`src/include/aga_defines.svh`:
```
`ifndef AGA_DEFINES_SVH
`define AGA_DEFINES_SVH

// ****************************************
// Register byte offsets
// ****************************************
`define AGA_OFS_INSTR 8'h00
`define AGA_OFS_STATUS 8'h04
`define AGA_OFS_COND 8'h08
`define AGA_OFS_ACC 8'h0c
`define AGA_OFS_EXT 8'h10
`define AGA_OFS_IDX1 8'h14
`define AGA_OFS_IDX2 8'h18
`define AGA_OFS_IDX3 8'h1c

// ****************************************
// Instruction fields
// ****************************************
`define AGA_OPC_HI 23
`define AGA_OPC_LO 18
`define AGA_IND_BIT 17
`define AGA_IDX_HI 16
`define AGA_IDX_LO 15
`define AGA_ADR_HI 14
`define AGA_SIGN_BIT 23
`define AGA_IMM_HI 7

// ****************************************
// Opcodes
// ****************************************
`define AGA_OP_INC_MEM 6'h18
`define AGA_OP_MEM_TO_IDX 6'h21
`define AGA_OP_MEM_TO_EXT 6'h22
`define AGA_OP_MEM_TO_ACC 6'h23
`define AGA_OP_MEM_TO_DBL 6'h24
`define AGA_OP_MEM_TO_BYTE 6'h25
`define AGA_OP_IDX_TO_MEM 6'h26
`define AGA_OP_EXT_TO_MEM 6'h27
`define AGA_OP_ACC_TO_MEM 6'h28
`define AGA_OP_IMM_TO_BYTE 12'h00a

// ****************************************
// Condition bits and reset values
// ****************************************
`define AGA_C_POS 3
`define AGA_C_ZERO 2
`define AGA_C_NEG 1
`define AGA_C_OVF 0
`define AGA_RST_WORD 24'h000000
`define AGA_RST_COND 4'h0

// ****************************************
// Bus responses
// ****************************************
`define AGA_RESP_OKAY 2'h0
`define AGA_RESP_SLVERR 2'h2

`endif

```
`src/include/aga_pkg.sv`:
```
package aga_pkg;

  typedef enum logic [2:0] {
    ST_IDLE,
    ST_INDIRECT,
    ST_READ_OP,
    ST_READ_OP2,
    ST_CALC,
    ST_WRITE,
    ST_COMMIT
  } aga_state_t;

  typedef struct packed {
    logic we;
    logic [14:0] addr;
    logic [23:0] wdata;
  } aga_mem_req_t;

  typedef struct packed {
    logic pos;
    logic zero;
    logic neg;
    logic ovf;
  } aga_cond_t;

endpackage

```
`src/logic/aga_add_unit.sv`:
```
// Chosen here: the AXI4-Lite interface to the registers and the placing of the registers.
`timescale 1ns/10ps
`include "aga_defines.svh"

// Behaviour
// - negative flag bit 1 when result below zero
// - overflow bit 0 on carry-in xor carry-out
// - single-word sign bit is bit 23
// - each add updates positive, negative, zero
// - opcode 30 increments memory word, writes back
// - opcode 41 adds memory into selected index
// - select 1, 2, 3 picks first, second, third index
// - select ops skip direct indexing, index indirect
// - opcode 43 adds memory into accumulator
// - opcode 42 adds memory into extension
// - opcode 44 double add, flags from double
// - opcode 45 adds memory byte to low byte
// - opcode 46 adds full index into memory
// - opcode 50 adds accumulator into memory
// - opcode 47 adds extension into memory
// - opcode 0012 adds signed immediate to byte
// - positive flag bit 3 when result above zero
// - zero flag bit 2 when all bits zero
// - double is extension joined with accumulator
module aga_add_unit (
  input wire logic REF_CLK,
  input wire logic ARST_N,
  input wire logic [7:0] S_AXI_AWADDR,
  input wire logic S_AXI_AWVALID,
  output logic S_AXI_AWREADY,
  input wire logic [31:0] S_AXI_WDATA,
  input wire logic [3:0] S_AXI_WSTRB,
  input wire logic S_AXI_WVALID,
  output logic S_AXI_WREADY,
  output logic [1:0] S_AXI_BRESP,
  output logic S_AXI_BVALID,
  input wire logic S_AXI_BREADY,
  input wire logic [7:0] S_AXI_ARADDR,
  input wire logic S_AXI_ARVALID,
  output logic S_AXI_ARREADY,
  output logic [31:0] S_AXI_RDATA,
  output logic [1:0] S_AXI_RRESP,
  output logic S_AXI_RVALID,
  input wire logic S_AXI_RREADY,
  output aga_pkg::aga_mem_req_t MEM_REQ,
  output logic MEM_VALID,
  input wire logic MEM_ACK,
  input wire logic [23:0] MEM_RDATA,
  output logic BUSY
);

  // ****************************************
  // Helpers
  // ****************************************
  function automatic logic ovf_of(input logic a_s, input logic b_s, input logic r_s);
    ovf_of = (a_s == b_s) && (r_s != a_s);
  endfunction

  function automatic aga_pkg::aga_cond_t cond_of(input logic neg, input logic zero,
                                                 input logic ovf);
    aga_pkg::aga_cond_t c;
    c.neg = neg;
    c.zero = zero;
    c.pos = !neg && !zero;
    c.ovf = ovf;
    cond_of = c;
  endfunction

  function automatic logic [31:0] merge_strb(input logic [31:0] old_v,
                                             input logic [31:0] new_v,
                                             input logic [3:0] strb);
    logic [31:0] m;
    m = old_v;
    for (int i = 0; i < 4; i++) begin
      if (strb[i]) begin
        m[i*8 +: 8] = new_v[i*8 +: 8];
      end
    end
    merge_strb = m;
  endfunction

  // ****************************************
  // Storage
  // ****************************************
  aga_pkg::aga_state_t state_r;
  logic [23:0] instr_r;
  logic [23:0] acc_r;
  logic [23:0] ext_r;
  logic [23:0] idx_r [1:3];
  aga_pkg::aga_cond_t cond_r;
  logic illegal_r;
  logic [23:0] mem1_r;
  logic [23:0] mem2_r;
  logic [47:0] res_r;
  aga_pkg::aga_cond_t res_cond_r;
  logic [14:0] ea_r;
  aga_pkg::aga_mem_req_t mem_r;
  logic mem_valid_r;

  logic aw_have_r;
  logic w_have_r;
  logic [7:0] awaddr_r;
  logic [31:0] wdata_r;
  logic [3:0] wstrb_r;
  logic bvalid_r;
  logic [1:0] bresp_r;
  logic rvalid_r;
  logic [31:0] rdata_r;
  logic [1:0] rresp_r;

  logic [5:0] opc;
  logic [1:0] xsel;
  logic do_write;
  logic wr_hit;
  logic start;

  assign opc = instr_r[`AGA_OPC_HI:`AGA_OPC_LO];
  assign xsel = instr_r[`AGA_IDX_HI:`AGA_IDX_LO];

  function automatic logic [23:0] idx_of(input logic [1:0] sel, input logic [23:0] i1,
                                         input logic [23:0] i2, input logic [23:0] i3);
    if (sel == 2'h1) begin
      idx_of = i1;
    end else if (sel == 2'h2) begin
      idx_of = i2;
    end else if (sel == 2'h3) begin
      idx_of = i3;
    end else begin
      idx_of = 24'h000000;
    end
  endfunction

  // ****************************************
  // AXI4-Lite write channel
  // ****************************************
  assign S_AXI_AWREADY = !aw_have_r;
  assign S_AXI_WREADY = !w_have_r;
  assign S_AXI_BVALID = bvalid_r;
  assign S_AXI_BRESP = bresp_r;
  assign do_write = aw_have_r && w_have_r && !bvalid_r;

  always_ff @(posedge REF_CLK or negedge ARST_N) begin
    if (!ARST_N) begin
      aw_have_r <= 1'b0;
      w_have_r <= 1'b0;
      awaddr_r <= 8'h00;
      wdata_r <= 32'h00000000;
      wstrb_r <= 4'h0;
      bvalid_r <= 1'b0;
      bresp_r <= `AGA_RESP_OKAY;
    end else begin
      if (S_AXI_AWVALID && !aw_have_r) begin
        aw_have_r <= 1'b1;
        awaddr_r <= S_AXI_AWADDR;
      end
      if (S_AXI_WVALID && !w_have_r) begin
        w_have_r <= 1'b1;
        wdata_r <= S_AXI_WDATA;
        wstrb_r <= S_AXI_WSTRB;
      end
      if (do_write) begin
        aw_have_r <= 1'b0;
        w_have_r <= 1'b0;
        bvalid_r <= 1'b1;
        bresp_r <= wr_hit ? `AGA_RESP_OKAY : `AGA_RESP_SLVERR;
      end else if (bvalid_r && S_AXI_BREADY) begin
        bvalid_r <= 1'b0;
      end
    end
  end

  always_comb begin
    wr_hit = 1'b0;
    if (awaddr_r == `AGA_OFS_INSTR) begin
      wr_hit = 1'b1;
    end else if (awaddr_r == `AGA_OFS_COND || awaddr_r == `AGA_OFS_ACC) begin
      wr_hit = 1'b1;
    end else if (awaddr_r == `AGA_OFS_EXT || awaddr_r == `AGA_OFS_IDX1) begin
      wr_hit = 1'b1;
    end else if (awaddr_r == `AGA_OFS_IDX2 || awaddr_r == `AGA_OFS_IDX3) begin
      wr_hit = 1'b1;
    end
  end

  // Instruction write while idle launches execution
  assign start = do_write && awaddr_r == `AGA_OFS_INSTR && state_r == aga_pkg::ST_IDLE;

  // ****************************************
  // AXI4-Lite read channel
  // ****************************************
  assign S_AXI_ARREADY = !rvalid_r;
  assign S_AXI_RVALID = rvalid_r;
  assign S_AXI_RDATA = rdata_r;
  assign S_AXI_RRESP = rresp_r;

  always_ff @(posedge REF_CLK or negedge ARST_N) begin
    if (!ARST_N) begin
      rvalid_r <= 1'b0;
      rdata_r <= 32'h00000000;
      rresp_r <= `AGA_RESP_OKAY;
    end else if (S_AXI_ARVALID && !rvalid_r) begin
      rvalid_r <= 1'b1;
      rresp_r <= `AGA_RESP_OKAY;
      if (S_AXI_ARADDR == `AGA_OFS_INSTR) begin
        rdata_r <= {8'h00, instr_r};
      end else if (S_AXI_ARADDR == `AGA_OFS_STATUS) begin
        rdata_r <= {30'h00000000, illegal_r, BUSY};
      end else if (S_AXI_ARADDR == `AGA_OFS_COND) begin
        rdata_r <= {28'h0000000, cond_r};
      end else if (S_AXI_ARADDR == `AGA_OFS_ACC) begin
        rdata_r <= {8'h00, acc_r};
      end else if (S_AXI_ARADDR == `AGA_OFS_EXT) begin
        rdata_r <= {8'h00, ext_r};
      end else if (S_AXI_ARADDR == `AGA_OFS_IDX1) begin
        rdata_r <= {8'h00, idx_r[1]};
      end else if (S_AXI_ARADDR == `AGA_OFS_IDX2) begin
        rdata_r <= {8'h00, idx_r[2]};
      end else if (S_AXI_ARADDR == `AGA_OFS_IDX3) begin
        rdata_r <= {8'h00, idx_r[3]};
      end else begin
        rdata_r <= 32'h00000000;
        rresp_r <= `AGA_RESP_SLVERR;
      end
    end else if (rvalid_r && S_AXI_RREADY) begin
      rvalid_r <= 1'b0;
    end
  end

  // ****************************************
  // Arithmetic
  // ****************************************
  logic [23:0] opnd_b;
  logic [23:0] sum24;
  logic [7:0] byte_a;
  logic [7:0] sum8;
  logic [47:0] dbl_a;
  logic [47:0] dbl_b;
  logic [47:0] sum48;
  logic [47:0] res_nxt;
  aga_pkg::aga_cond_t cond_nxt;
  logic is_imm;

  assign is_imm = instr_r[23:12] == `AGA_OP_IMM_TO_BYTE;

  always_comb begin
    opnd_b = acc_r;
    if (opc == `AGA_OP_INC_MEM) begin
      opnd_b = 24'h000001;
    end else if (opc == `AGA_OP_MEM_TO_IDX || opc == `AGA_OP_IDX_TO_MEM) begin
      opnd_b = idx_of(xsel, idx_r[1], idx_r[2], idx_r[3]);
    end else if (opc == `AGA_OP_MEM_TO_EXT || opc == `AGA_OP_EXT_TO_MEM) begin
      opnd_b = ext_r;
    end
    sum24 = mem1_r + opnd_b;
    byte_a = is_imm ? instr_r[`AGA_IMM_HI:0] : mem1_r[7:0];
    sum8 = byte_a + acc_r[7:0];
    dbl_a = {mem1_r, mem2_r};
    dbl_b = {ext_r, acc_r};
    sum48 = dbl_a + dbl_b;
    if (is_imm || opc == `AGA_OP_MEM_TO_BYTE) begin
      res_nxt = {24'h000000, acc_r[23:8], sum8};
      cond_nxt = cond_of(sum8[7], sum8 == 8'h00, ovf_of(byte_a[7], acc_r[7], sum8[7]));
    end else if (opc == `AGA_OP_MEM_TO_DBL) begin
      res_nxt = sum48;
      cond_nxt = cond_of(sum48[47], sum48 == 48'h000000000000,
                         ovf_of(dbl_a[47], dbl_b[47], sum48[47]));
    end else begin
      res_nxt = {24'h000000, sum24};
      cond_nxt = cond_of(sum24[`AGA_SIGN_BIT], sum24 == 24'h000000,
                         ovf_of(mem1_r[`AGA_SIGN_BIT], opnd_b[`AGA_SIGN_BIT],
                                sum24[`AGA_SIGN_BIT]));
    end
  end

  // ****************************************
  // Instruction sequencer
  // ****************************************
  logic legal;
  logic writes_mem;
  logic sel_op;
  logic [14:0] direct_ea;
  logic [14:0] ind_ea;

  always_comb begin
    sel_op = opc == `AGA_OP_MEM_TO_IDX || opc == `AGA_OP_IDX_TO_MEM;
    writes_mem = opc == `AGA_OP_INC_MEM || opc == `AGA_OP_IDX_TO_MEM ||
                 opc == `AGA_OP_EXT_TO_MEM || opc == `AGA_OP_ACC_TO_MEM;
    legal = (opc >= `AGA_OP_MEM_TO_IDX && opc <= `AGA_OP_ACC_TO_MEM) ||
            opc == `AGA_OP_INC_MEM;
    if (sel_op && xsel == 2'h0) begin
      legal = 1'b0;
    end
    // Select ops use the field as a register choice, not an index
    direct_ea = instr_r[`AGA_ADR_HI:0] +
                (sel_op ? 15'h0000 : 15'(idx_of(xsel, idx_r[1], idx_r[2], idx_r[3])));
    ind_ea = MEM_RDATA[`AGA_ADR_HI:0] +
             15'(idx_of(MEM_RDATA[`AGA_IDX_HI:`AGA_IDX_LO], idx_r[1], idx_r[2],
                        idx_r[3]));
  end

  assign BUSY = state_r != aga_pkg::ST_IDLE;
  assign MEM_REQ = mem_r;
  assign MEM_VALID = mem_valid_r;

  always_ff @(posedge REF_CLK or negedge ARST_N) begin
    if (!ARST_N) begin
      state_r <= aga_pkg::ST_IDLE;
      instr_r <= `AGA_RST_WORD;
      illegal_r <= 1'b0;
      mem1_r <= `AGA_RST_WORD;
      mem2_r <= `AGA_RST_WORD;
      res_r <= 48'h000000000000;
      res_cond_r <= `AGA_RST_COND;
      ea_r <= 15'h0000;
      mem_r <= '0;
      mem_valid_r <= 1'b0;
    end else begin
      case (state_r)
        aga_pkg::ST_IDLE: begin
          if (start) begin
            instr_r <= wdata_r[23:0];
            illegal_r <= 1'b0;
            if (wdata_r[23:12] == `AGA_OP_IMM_TO_BYTE) begin
              state_r <= aga_pkg::ST_CALC;
            end else begin
              state_r <= aga_pkg::ST_INDIRECT;
            end
          end
        end
        aga_pkg::ST_INDIRECT: begin
          if (!mem_valid_r) begin
            // First reference at the direct address
            mem_r <= '{we: 1'b0, addr: direct_ea, wdata: `AGA_RST_WORD};
            mem_valid_r <= 1'b1;
            ea_r <= direct_ea;
            if (!instr_r[`AGA_IND_BIT]) begin
              state_r <= aga_pkg::ST_READ_OP;
            end
          end else if (MEM_ACK) begin
            mem_r.addr <= ind_ea;
            if (!MEM_RDATA[`AGA_IND_BIT]) begin
              ea_r <= ind_ea;
              state_r <= aga_pkg::ST_READ_OP;
            end
          end
        end
        aga_pkg::ST_READ_OP: begin
          if (MEM_ACK) begin
            mem1_r <= MEM_RDATA;
            if (opc == `AGA_OP_MEM_TO_DBL) begin
              mem_r.addr <= ea_r + 15'h0001;
              state_r <= aga_pkg::ST_READ_OP2;
            end else begin
              mem_valid_r <= 1'b0;
              state_r <= aga_pkg::ST_CALC;
            end
          end
        end
        aga_pkg::ST_READ_OP2: begin
          if (MEM_ACK) begin
            mem2_r <= MEM_RDATA;
            mem_valid_r <= 1'b0;
            state_r <= aga_pkg::ST_CALC;
          end
        end
        aga_pkg::ST_CALC: begin
          res_r <= res_nxt;
          res_cond_r <= cond_nxt;
          illegal_r <= !legal && !is_imm;
          if (writes_mem) begin
            mem_r <= '{we: 1'b1, addr: ea_r, wdata: res_nxt[23:0]};
            mem_valid_r <= 1'b1;
            state_r <= aga_pkg::ST_WRITE;
          end else begin
            state_r <= aga_pkg::ST_COMMIT;
          end
        end
        aga_pkg::ST_WRITE: begin
          if (MEM_ACK) begin
            mem_valid_r <= 1'b0;
            mem_r.we <= 1'b0;
            state_r <= aga_pkg::ST_COMMIT;
          end
        end
        default: begin
          state_r <= aga_pkg::ST_IDLE;
        end
      endcase
    end
  end

  // ****************************************
  // Working registers and condition
  // ****************************************
  logic [31:0] wmerge;

  assign wmerge = merge_strb(32'h00000000, wdata_r, wstrb_r);

  always_ff @(posedge REF_CLK or negedge ARST_N) begin
    if (!ARST_N) begin
      acc_r <= `AGA_RST_WORD;
      ext_r <= `AGA_RST_WORD;
      idx_r[1] <= `AGA_RST_WORD;
      idx_r[2] <= `AGA_RST_WORD;
      idx_r[3] <= `AGA_RST_WORD;
      cond_r <= `AGA_RST_COND;
    end else if (state_r == aga_pkg::ST_COMMIT) begin
      cond_r <= res_cond_r;
      if (is_imm || opc == `AGA_OP_MEM_TO_BYTE || opc == `AGA_OP_MEM_TO_ACC) begin
        acc_r <= res_r[23:0];
      end else if (opc == `AGA_OP_MEM_TO_EXT) begin
        ext_r <= res_r[23:0];
      end else if (opc == `AGA_OP_MEM_TO_DBL) begin
        ext_r <= res_r[47:24];
        acc_r <= res_r[23:0];
      end else if (opc == `AGA_OP_MEM_TO_IDX) begin
        idx_r[xsel] <= res_r[23:0];
      end
    end else if (do_write && state_r == aga_pkg::ST_IDLE) begin
      if (awaddr_r == `AGA_OFS_COND) begin
        cond_r <= 4'(merge_strb({28'h0000000, cond_r}, wdata_r, wstrb_r));
      end else if (awaddr_r == `AGA_OFS_ACC) begin
        acc_r <= 24'(merge_strb({8'h00, acc_r}, wmerge, wstrb_r));
      end else if (awaddr_r == `AGA_OFS_EXT) begin
        ext_r <= 24'(merge_strb({8'h00, ext_r}, wdata_r, wstrb_r));
      end else if (awaddr_r == `AGA_OFS_IDX1) begin
        idx_r[1] <= 24'(merge_strb({8'h00, idx_r[1]}, wdata_r, wstrb_r));
      end else if (awaddr_r == `AGA_OFS_IDX2) begin
        idx_r[2] <= 24'(merge_strb({8'h00, idx_r[2]}, wdata_r, wstrb_r));
      end else if (awaddr_r == `AGA_OFS_IDX3) begin
        idx_r[3] <= 24'(merge_strb({8'h00, idx_r[3]}, wdata_r, wstrb_r));
      end
    end
  end

endmodule

```
`config.mk`:
```
export PLATFORM = sky130hd
export DESIGN_NAME = aga_add_unit
export DESIGN_NICKNAME = d
export VERILOG_FILES = /design/src/include/aga_pkg.sv /design/src/logic/aga_add_unit.sv
export VERILOG_INCLUDE_DIRS = /design/src /design/src/include
export SDC_FILE = /design/constraint.sdc
export NUM_CORES = 1
export LEC_CHECK = 0
export ABC_AREA = 1
export ABC_CLOCK_PERIOD_IN_PS = 4100
export BUFFER_PORTS_ARGS = -buffer_cell sky130_fd_sc_hd__clkbuf_2
export CAP_MARGIN = 20
export CORE_MARGIN = 8
export CORE_UTILIZATION = 35
export CTS_BUF_LIST = sky130_fd_sc_hd__clkbuf_2
export CTS_CLUSTER_SIZE = 14
export DETAILED_ROUTE_END_ITERATION = 8
export GPL_ROUTABILITY_DRIVEN = 0
export GPL_TIMING_DRIVEN = 0
export PLACE_DENSITY = 0.59
export SYNTH_ARGS = -nofsm -noshare
export SYNTH_HDL_FRONTEND = slang
export SYNTH_SLANG_ARGS = --single-unit
```
`constraint.sdc`:
```
create_clock -name REF_CLK -period 4.1 [get_ports REF_CLK]
set_clock_uncertainty 0.05 [all_clocks]
set_input_delay 0.205 -clock REF_CLK [delete_from_list [all_inputs] [get_ports REF_CLK]]
set_output_delay 0.205 -clock REF_CLK [all_outputs]
set_load 0.02 [all_outputs]
```
==> results of run 1 <==
-- cell type report --
cell class                      count  area (um2)  area share
Timing Repair Buffer              367        3000      0.0939
Clock buffer                      140         701      0.0219
Inverter                          541        2040      0.0639
Clock inverter                     39         238     0.00744
Buffer                            139         684      0.0214
Antenna cell                        7        17.5    0.000548
Sequential cell                   373        9340       0.292
Tap cell                          969        1210      0.0379
Multi-Input combinational cell   2826       14700       0.461
-- cells in the final DEF (no fill, tap or decap), types with 24 or more instances in the layout --
cell	n
buf_4	37
dlygate4sd3_1	195
clkinv_1	25
inv_1	522
clkbuf_2	287
o211ai_1	35
o21bai_1	27
a21oi_1	270
nand4_1	32
clkbuf_1	83
nand3b_1	24
o21ai_1	57
nor2_1	326
a221oi_1	28
o22ai_1	26
dfrtp_1	369
nand3_1	143
nor3_1	29
buf_2	25
nand2_1	1076
ha_1	96
o21ai_0	400
-- through the flow --
stage          instance area (um2)  hold WS (ns)  setup TNS (ns)  utilization
2_1_floorplan                26200        -0.141               0            -
3_3_place_gp                 28100         0.332        -2211.74        0.379
3_5_place_dp                 28300         0.212          -15.61        0.381
4_1_cts                      31400        0.0129        -0.00521        0.423
5_1_grt                      32000       0.00321         -0.0875        0.431
6_report                     32000        0.0918               0        0.431
-- power breakdown --
part	switching (mW)	internal (mW)	leakage, nW
Combinational	6.99	3.48	10.5
Sequential	1.33	4.89	4.85
Clock	1.80	1.08	0.697
Total	10.1	9.46	16.0
-- worst max-delay path: stages (launching register included) --
cell     delay, ns
dfrtp_1       0.44
inv_2         0.08
nand2_2       0.10
nor2_4        0.19
nand2_4       0.11
nand2_8       0.13
buf_4         0.22
a21oi_1       0.10
nand2_1       0.12
inv_1         0.07
ha_2          0.40
nand2_1       0.13
nor2_1        0.18
nand3_1       0.17
nand3_2       0.16
nand2_1       0.06
nand2_1       0.08
xor2_1        0.22
nand2_1       0.11
nor2_2        0.15
nand3_2       0.10
a21oi_1       0.13
nand2_1       0.14
a21oi_1       0.17
-- worst paths after layout --
path | cells past startpoint | from | end | slack [ns]
worst min register to register | 2 | MEM_REQ[28] | MEM_REQ[28] | 0.44
worst max-delay path | 23 | instr_r[22] | res_cond_r[2] | 0.11
max in group asynchronous | 7 | ARST_N | mem1_r[6] | 2.14
worst min-delay path | 4 | MEM_RDATA[10] | mem2_r[10] | 0.09
worst max register to register | 23 | instr_r[22] | res_cond_r[2] | 0.11
min in group asynchronous | 5 | ARST_N | instr_r[22] | 0.60
-- cells by family (layout without fill, tap and decap cells) --
family | Yosys count | count (layout)
muxes | 19 | 19
buffers and inverters | 681 | 1226
and+or+nand+nor | 1710 | 1710
DFF | 373 | 373
AOI/OAI and AO/OA | 951 | 951
other | 1 | 17
adders and majority gates | 111 | 111
xor gates and xnor gates | 25 | 25
-- cells in the mapped netlist (all sizes together), types with 10 or more instances --
cell type / count / area share
a211oi: 10 / 0.0029
a21oi: 284 / 0.054
a221oi: 28 / 0.0094
a31oi: 15 / 0.0036
buf: 42 / 0.0092
clkbuf: 98 / 0.014
dfrtp: 373 / 0.36
ha: 106 / 0.051
inv: 538 / 0.077
mux2: 18 / 0.0079
nand2: 1105 / 0.16
nand3: 149 / 0.029
nand3b: 24 / 0.0069
nand4: 32 / 0.0076
nor2: 347 / 0.051
nor3: 35 / 0.0077
o211ai: 35 / 0.010
o21ai: 465 / 0.089
o21bai: 27 / 0.0077
o221ai: 29 / 0.0097
o22ai: 26 / 0.0062
xnor2: 17 / 0.0057
-- flip-flops by register name, indices dropped and copies added, names as in the netlist, 3 cells and up --
signal / cells
S_AXI_RDATA: 24
awaddr_r: 8
wstrb_r: 3
mem1_r: 24
res_r: 48
mem2_r: 24
ext_r: 24
cond_r: 4
MEM_REQ: 40
idx_r: 72
wdata_r: 24
res_cond_r: 4
state_r: 3
acc_r: 24
ea_r: 15
instr_r: 24
-- metal layers --
| layer | vias up | track usage | share of wire |
|---|---|---|---|
| li1 | 13700 | - | - |
| met1 | 13900 | 0.364 | 0.41 |
| met2 | 1684 | 0.418 | 0.43 |
| met3 | 358 | 0.0667 | 0.10 |
| met4 | 0 | 0.127 | 0.057 |
| met5 | - | 0 | 0 |
-- what timing repair did --
item | CTS | global route
endpoints found under the hold margin | 500 | 0
hold buffers | 196 | 0
pin swaps | 4 | 21
setup endpoints to repair | 51 | 40
gates cloned | 0 | 0
gates resized for setup | 59 | 127
buffers inserted | 6 | 16
==> results.yml, run 1 <==
yosys:
  synth_top_family_by_area: "simple AND/OR/NAND/NOR gates"
  ys.flop_type: "dfrtp_1"
  ys_seq_area_frac: 0.357
  netlist_instances: 3871
  async_flop_share: 1.00
  ys_warn_count: 0
  ys_types: 64
  synth_area_um2: 26200
  synth.area.mux_share: 0.00827
  synth_xor_area_frac: 0.00837
  synth-edff-count: 0
  synth_seq_cells: 373
  synth_compound_area_frac: 0.204
  yosys.area_share.adder: 0.0545
  synthSimpleGateAreaFrac: 0.267
  synth_area_per_cell_um2: 6.76
clocking:
  cts_tree: "built"
  clockBufferDepth: 3
  clk-insertion-delay-late_ns: 1.19
  ctsHtreeMaxLevel: 3
  clkTransAtPathRegs_ns: 0.12
  cts_made_buffers: 103
  clkSinkCount: 373
  cts-root-buf: "clkbuf_2"
place:
  dp.cells: 4998
  portBuffers: 145
  pre_cts_ws_ns: -0.707
  hpwl_mm: 93.2
flow_run:
  maxCapViolCount: 0
setup_path:
  worstPathArrival_ns: 4.97
  worstSetupStartpointType: "register"
  cp-end-kind: "register"
  critPathKind: "register to register"
  cp.required_ns: 5.08
  path_max_fanout: 10
sta:
  worst_slew_pin_slew_ns: 1.13
  maxSlewViolCount: 0
  max_slew_margin: 0.241
  post-route-period-util: 0.974
  layout_min_cycle_time_ns: 3.99
  fmax_mhz: 250
  hold_viol_final: 0
  setup_slack_ns: 0.107
  setup_viol: 0
grt:
  grt_remaining_overflow: 0
  grt_antenna_before_repair: 3
  grt_pass1_vias: 27600
  grt_start_max_net_pins: 91
  grt_pass1_wl_mm: 174
  grtUsageTotal: 0.274
route:
  firstDrtPassIters: 7
  vias_per_cell: 5.48
  wl_per_cell_um: 21.8
  drcViolationCount: 0
  finalWirelength_mm: 118
  routed-via-count: 29600
  drt-initial-drc-count: 3563
  ant_nets: 0
floorplan:
  initial_utilization: 0.353
  die-area_um2: 83800
  core.rowCount: 100
  ioPinCount: 167
  core_um2: 74200
  dieHeight_um: 289
  die-width_um: 289
final_layout:
  fill_cells: 7646
  drive_gt1_frac: 0.122
  area_growth_pct: 22.1
  final_cell_count_no_fill: 5401
  nNetsFinal: 4546
power:
  leakage_nw: 16.0
  power.total_mw: 19.6
  ir_drop_mv: 0.334
  power_density_nw_per_um2: 612
status:
  status: "complete, no violations"
hold_path:
  hold_class: "input port to register"
(Power assumes the default switching activity.)
==> run 2: changes to the inputs <==
--- a/config.mk
+++ b/config.mk
@@ -7,8 +7,8 @@
 export NUM_CORES = 1
 export LEC_CHECK = 0
 export ABC_AREA = 1
-export ABC_CLOCK_PERIOD_IN_PS = 4100
-export BUFFER_PORTS_ARGS = -buffer_cell sky130_fd_sc_hd__clkbuf_2
+export ABC_CLOCK_PERIOD_IN_PS = 5100
+export BUFFER_PORTS_ARGS = -buffer_cell sky130_fd_sc_hd__buf_2
 export CAP_MARGIN = 20
 export CORE_MARGIN = 8
 export CORE_UTILIZATION = 35
==> constraint.sdc (replaced) <==
create_clock -name REF_CLK -period 5.1 [get_ports REF_CLK]
set_clock_uncertainty 0.05 [all_clocks]
set_input_delay 0.255 -clock REF_CLK [delete_from_list [all_inputs] [get_ports REF_CLK]]
set_output_delay 0.255 -clock REF_CLK [all_outputs]
set_load 0.02 [all_outputs]
==> results.yml, run 2 (synthesis results as in run 1) <==
status:
  status: "complete, no violations"
grt:
  grt_use_met2: 0.418
  grt_pass1_wl_mm: 172
  met3_usage: 0.0642
  grt_pass1_vias: 27400
  grt_use_met1: 0.363
  grt_remaining_overflow: 0
  grt_start_max_net_pins: 121
  grt_antenna_before_repair: 9
  grt_busiest_layer: "met2"
  grtUsageTotal: 0.272
setup_path:
  path_max_fanout: 10
  worstSetupStartpointType: "register"
  cp-endpoint: "res_cond_r[3]"
  critPathKind: "register to register"
  r2r_start: "instr_r[23]"
  cp.required_ns: 6.05
  worstSetupStartpoint: "instr_r[23]"
  rrSetupSlack_ns: 0.32
  cp-end-kind: "register"
  reg2reg_depth: 23
  worstPathArrival_ns: 5.73
  r2r_end: "res_cond_r[3]"
route:
  drt-initial-drc-count: 3912
  routed-via-count: 29400
  ant_nets: 0
  finalWirelength_mm: 116
  drcViolationCount: 0
  firstDrtPassIters: 6
  vias_per_cell: 5.47
  wl_per_cell_um: 21.6
final_layout:
  drive_gt1_frac: 0.0938
  nNetsFinal: 4518
  layout_common_cells: "nand2_1, inv_1, o21ai_0"
  largest_reg_flops: 72
  mostFrequentLayoutCell: "nand2_1"
  fill_cells: 7835
  seq_area_um2: 9330
  multi_input_area_um2: 14200
  regMostFlops: "idx_r"
  area_growth_pct: 18.7
sta:
  layout_min_cycle_time_ns: 4.78
  max_slew_margin: 0.202
  rsz0062_at_grt: "no"
  worst_slew_pin_slew_ns: 1.19
  finalSetupTns_ns: 0
  setup_slack_ns: 0.316
  hold_viol_final: 0
  hold_ws_ns: 0.0871
  setup_viol: 0
  post-route-period-util: 0.938
  fmax_mhz: 209
  maxSlewViolCount: 0
floorplan:
  die-width_um: 289
  core.rowCount: 100
  dieHeight_um: 289
  ioPinCount: 167
  core_um2: 74200
  die-area_um2: 83800
  initial_utilization: 0.353
clocking:
  clkTransAtPathRegs_ns: 0.11
  cts_tree: "built"
  clkSinkCount: 373
  clk-insertion-delay-late_ns: 1.18
  clockBufferDepth: 3
  ctsHtreeMaxLevel: 3
  cts_made_buffers: 103
  cts-root-buf: "clkbuf_2"
  cts_setup_buffers: 0
power:
  power_density_nw_per_um2: 494
  combPwrFrac: 0.531
  leakage_nw: 15.8
  p_sw_frac: 0.515
  p_seq_frac: 0.324
  p_sw_mw: 7.90
  ir_drop_mv: 0.251
  internal_power_mw: 7.44
  clock_power_share: 0.145
flow_run:
  maxCapViolCount: 0
place:
  pre_cts_ws_ns: 0.333
  portBuffers: 145
  hpwl_mm: 92.9
hold_path:
  hold_class: "input port to register"
run 2: per-stage QoR:
| step | total power [mW] | util | instances | instance area, um2 |
|---|---|---|---|---|
| final | 15.3 | 0.419 | 5369 | 31100 |
| after detailed placement | 12.6 | 0.381 | 4997 | 28200 |
| after global routing | 16.3 | 0.419 | 5369 | 31100 |
| after global placement | 12.5 | 0.379 | 4994 | 28100 |
| after floorplan | 9.68 | - | 3880 | 26200 |
| after CTS | 15.1 | 0.418 | 5362 | 31000 |
run 2: worst min path at each step:
| stage | from | end | depth (start not counted) |
|---|---|---|---|
| final | MEM_RDATA[5] | mem1_r[5] | 4 |
| after global routing | MEM_RDATA[8] | mem1_r[8] | 4 |
| after CTS | MEM_RDATA[8] | mem1_r[8] | 4 |
| after detailed placement | ARST_N | wdata_r[18] | 1 |
| after global placement | S_AXI_BREADY | S_AXI_BVALID | 2 |
| after floorplan | ARST_N | MEM_REQ[0] | 0 |
run 2: power groups by stage:
stage               clock network, mW  registers (mW)  logic, mW
floorplan                           0            4.72       4.96
global placement                    0            4.97       7.53
detailed placement                  0            4.97       7.60
CTS                              2.27            4.92       7.93
global route                     2.42            5.03       8.89
finish                           2.23            4.97       8.14
run 2: repair_timing:
action,in CTS,in global routing
gates resized for setup,0,10
hold buffers,190,0
endpoints found under the hold margin,520,0
endpoints found under the setup margin,0,4
run 2: cell type report:
class | count | area share
timing repair buffer | 338 | 0.0881
buffer | 140 | 0.0198
tap | 969 | 0.0390
multi-input combinational | 2826 | 0.458
antenna | 7 | 0.000564
sequential | 373 | 0.300
clock buffer | 149 | 0.0240
inverter | 541 | 0.0655
clock inverter | 26 | 0.00459
run 2: routing by layer:
| layer | up-vias | wire length, um |
|---|---|---|
| met5 | - | 45 |
| met4 | 6 | 5650 |
| met3 | 314 | 12200 |
| met2 | 1629 | 50300 |
| met1 | 13700 | 47900 |
| li1 | 13700 | - |
run 2: worst max-delay path: stages (launching register included):
cell	delay (ns)
dfrtp_1	0.62
nand2_2	0.18
nor2_4	0.19
nand2_2	0.10
nand2_4	0.18
clkbuf_1	0.52
a21oi_1	0.17
nand2_1	0.14
inv_1	0.06
ha_1	0.33
a21oi_1	0.32
o21ai_0	0.16
nand2_1	0.13
nand3_1	0.21
nand2_1	0.12
nand2_1	0.07
xor2_1	0.23
nand2_1	0.12
nor2_1	0.15
nand3_1	0.12
a21oi_1	0.16
nand2_1	0.13
nand2_1	0.08
nand2_1	0.04
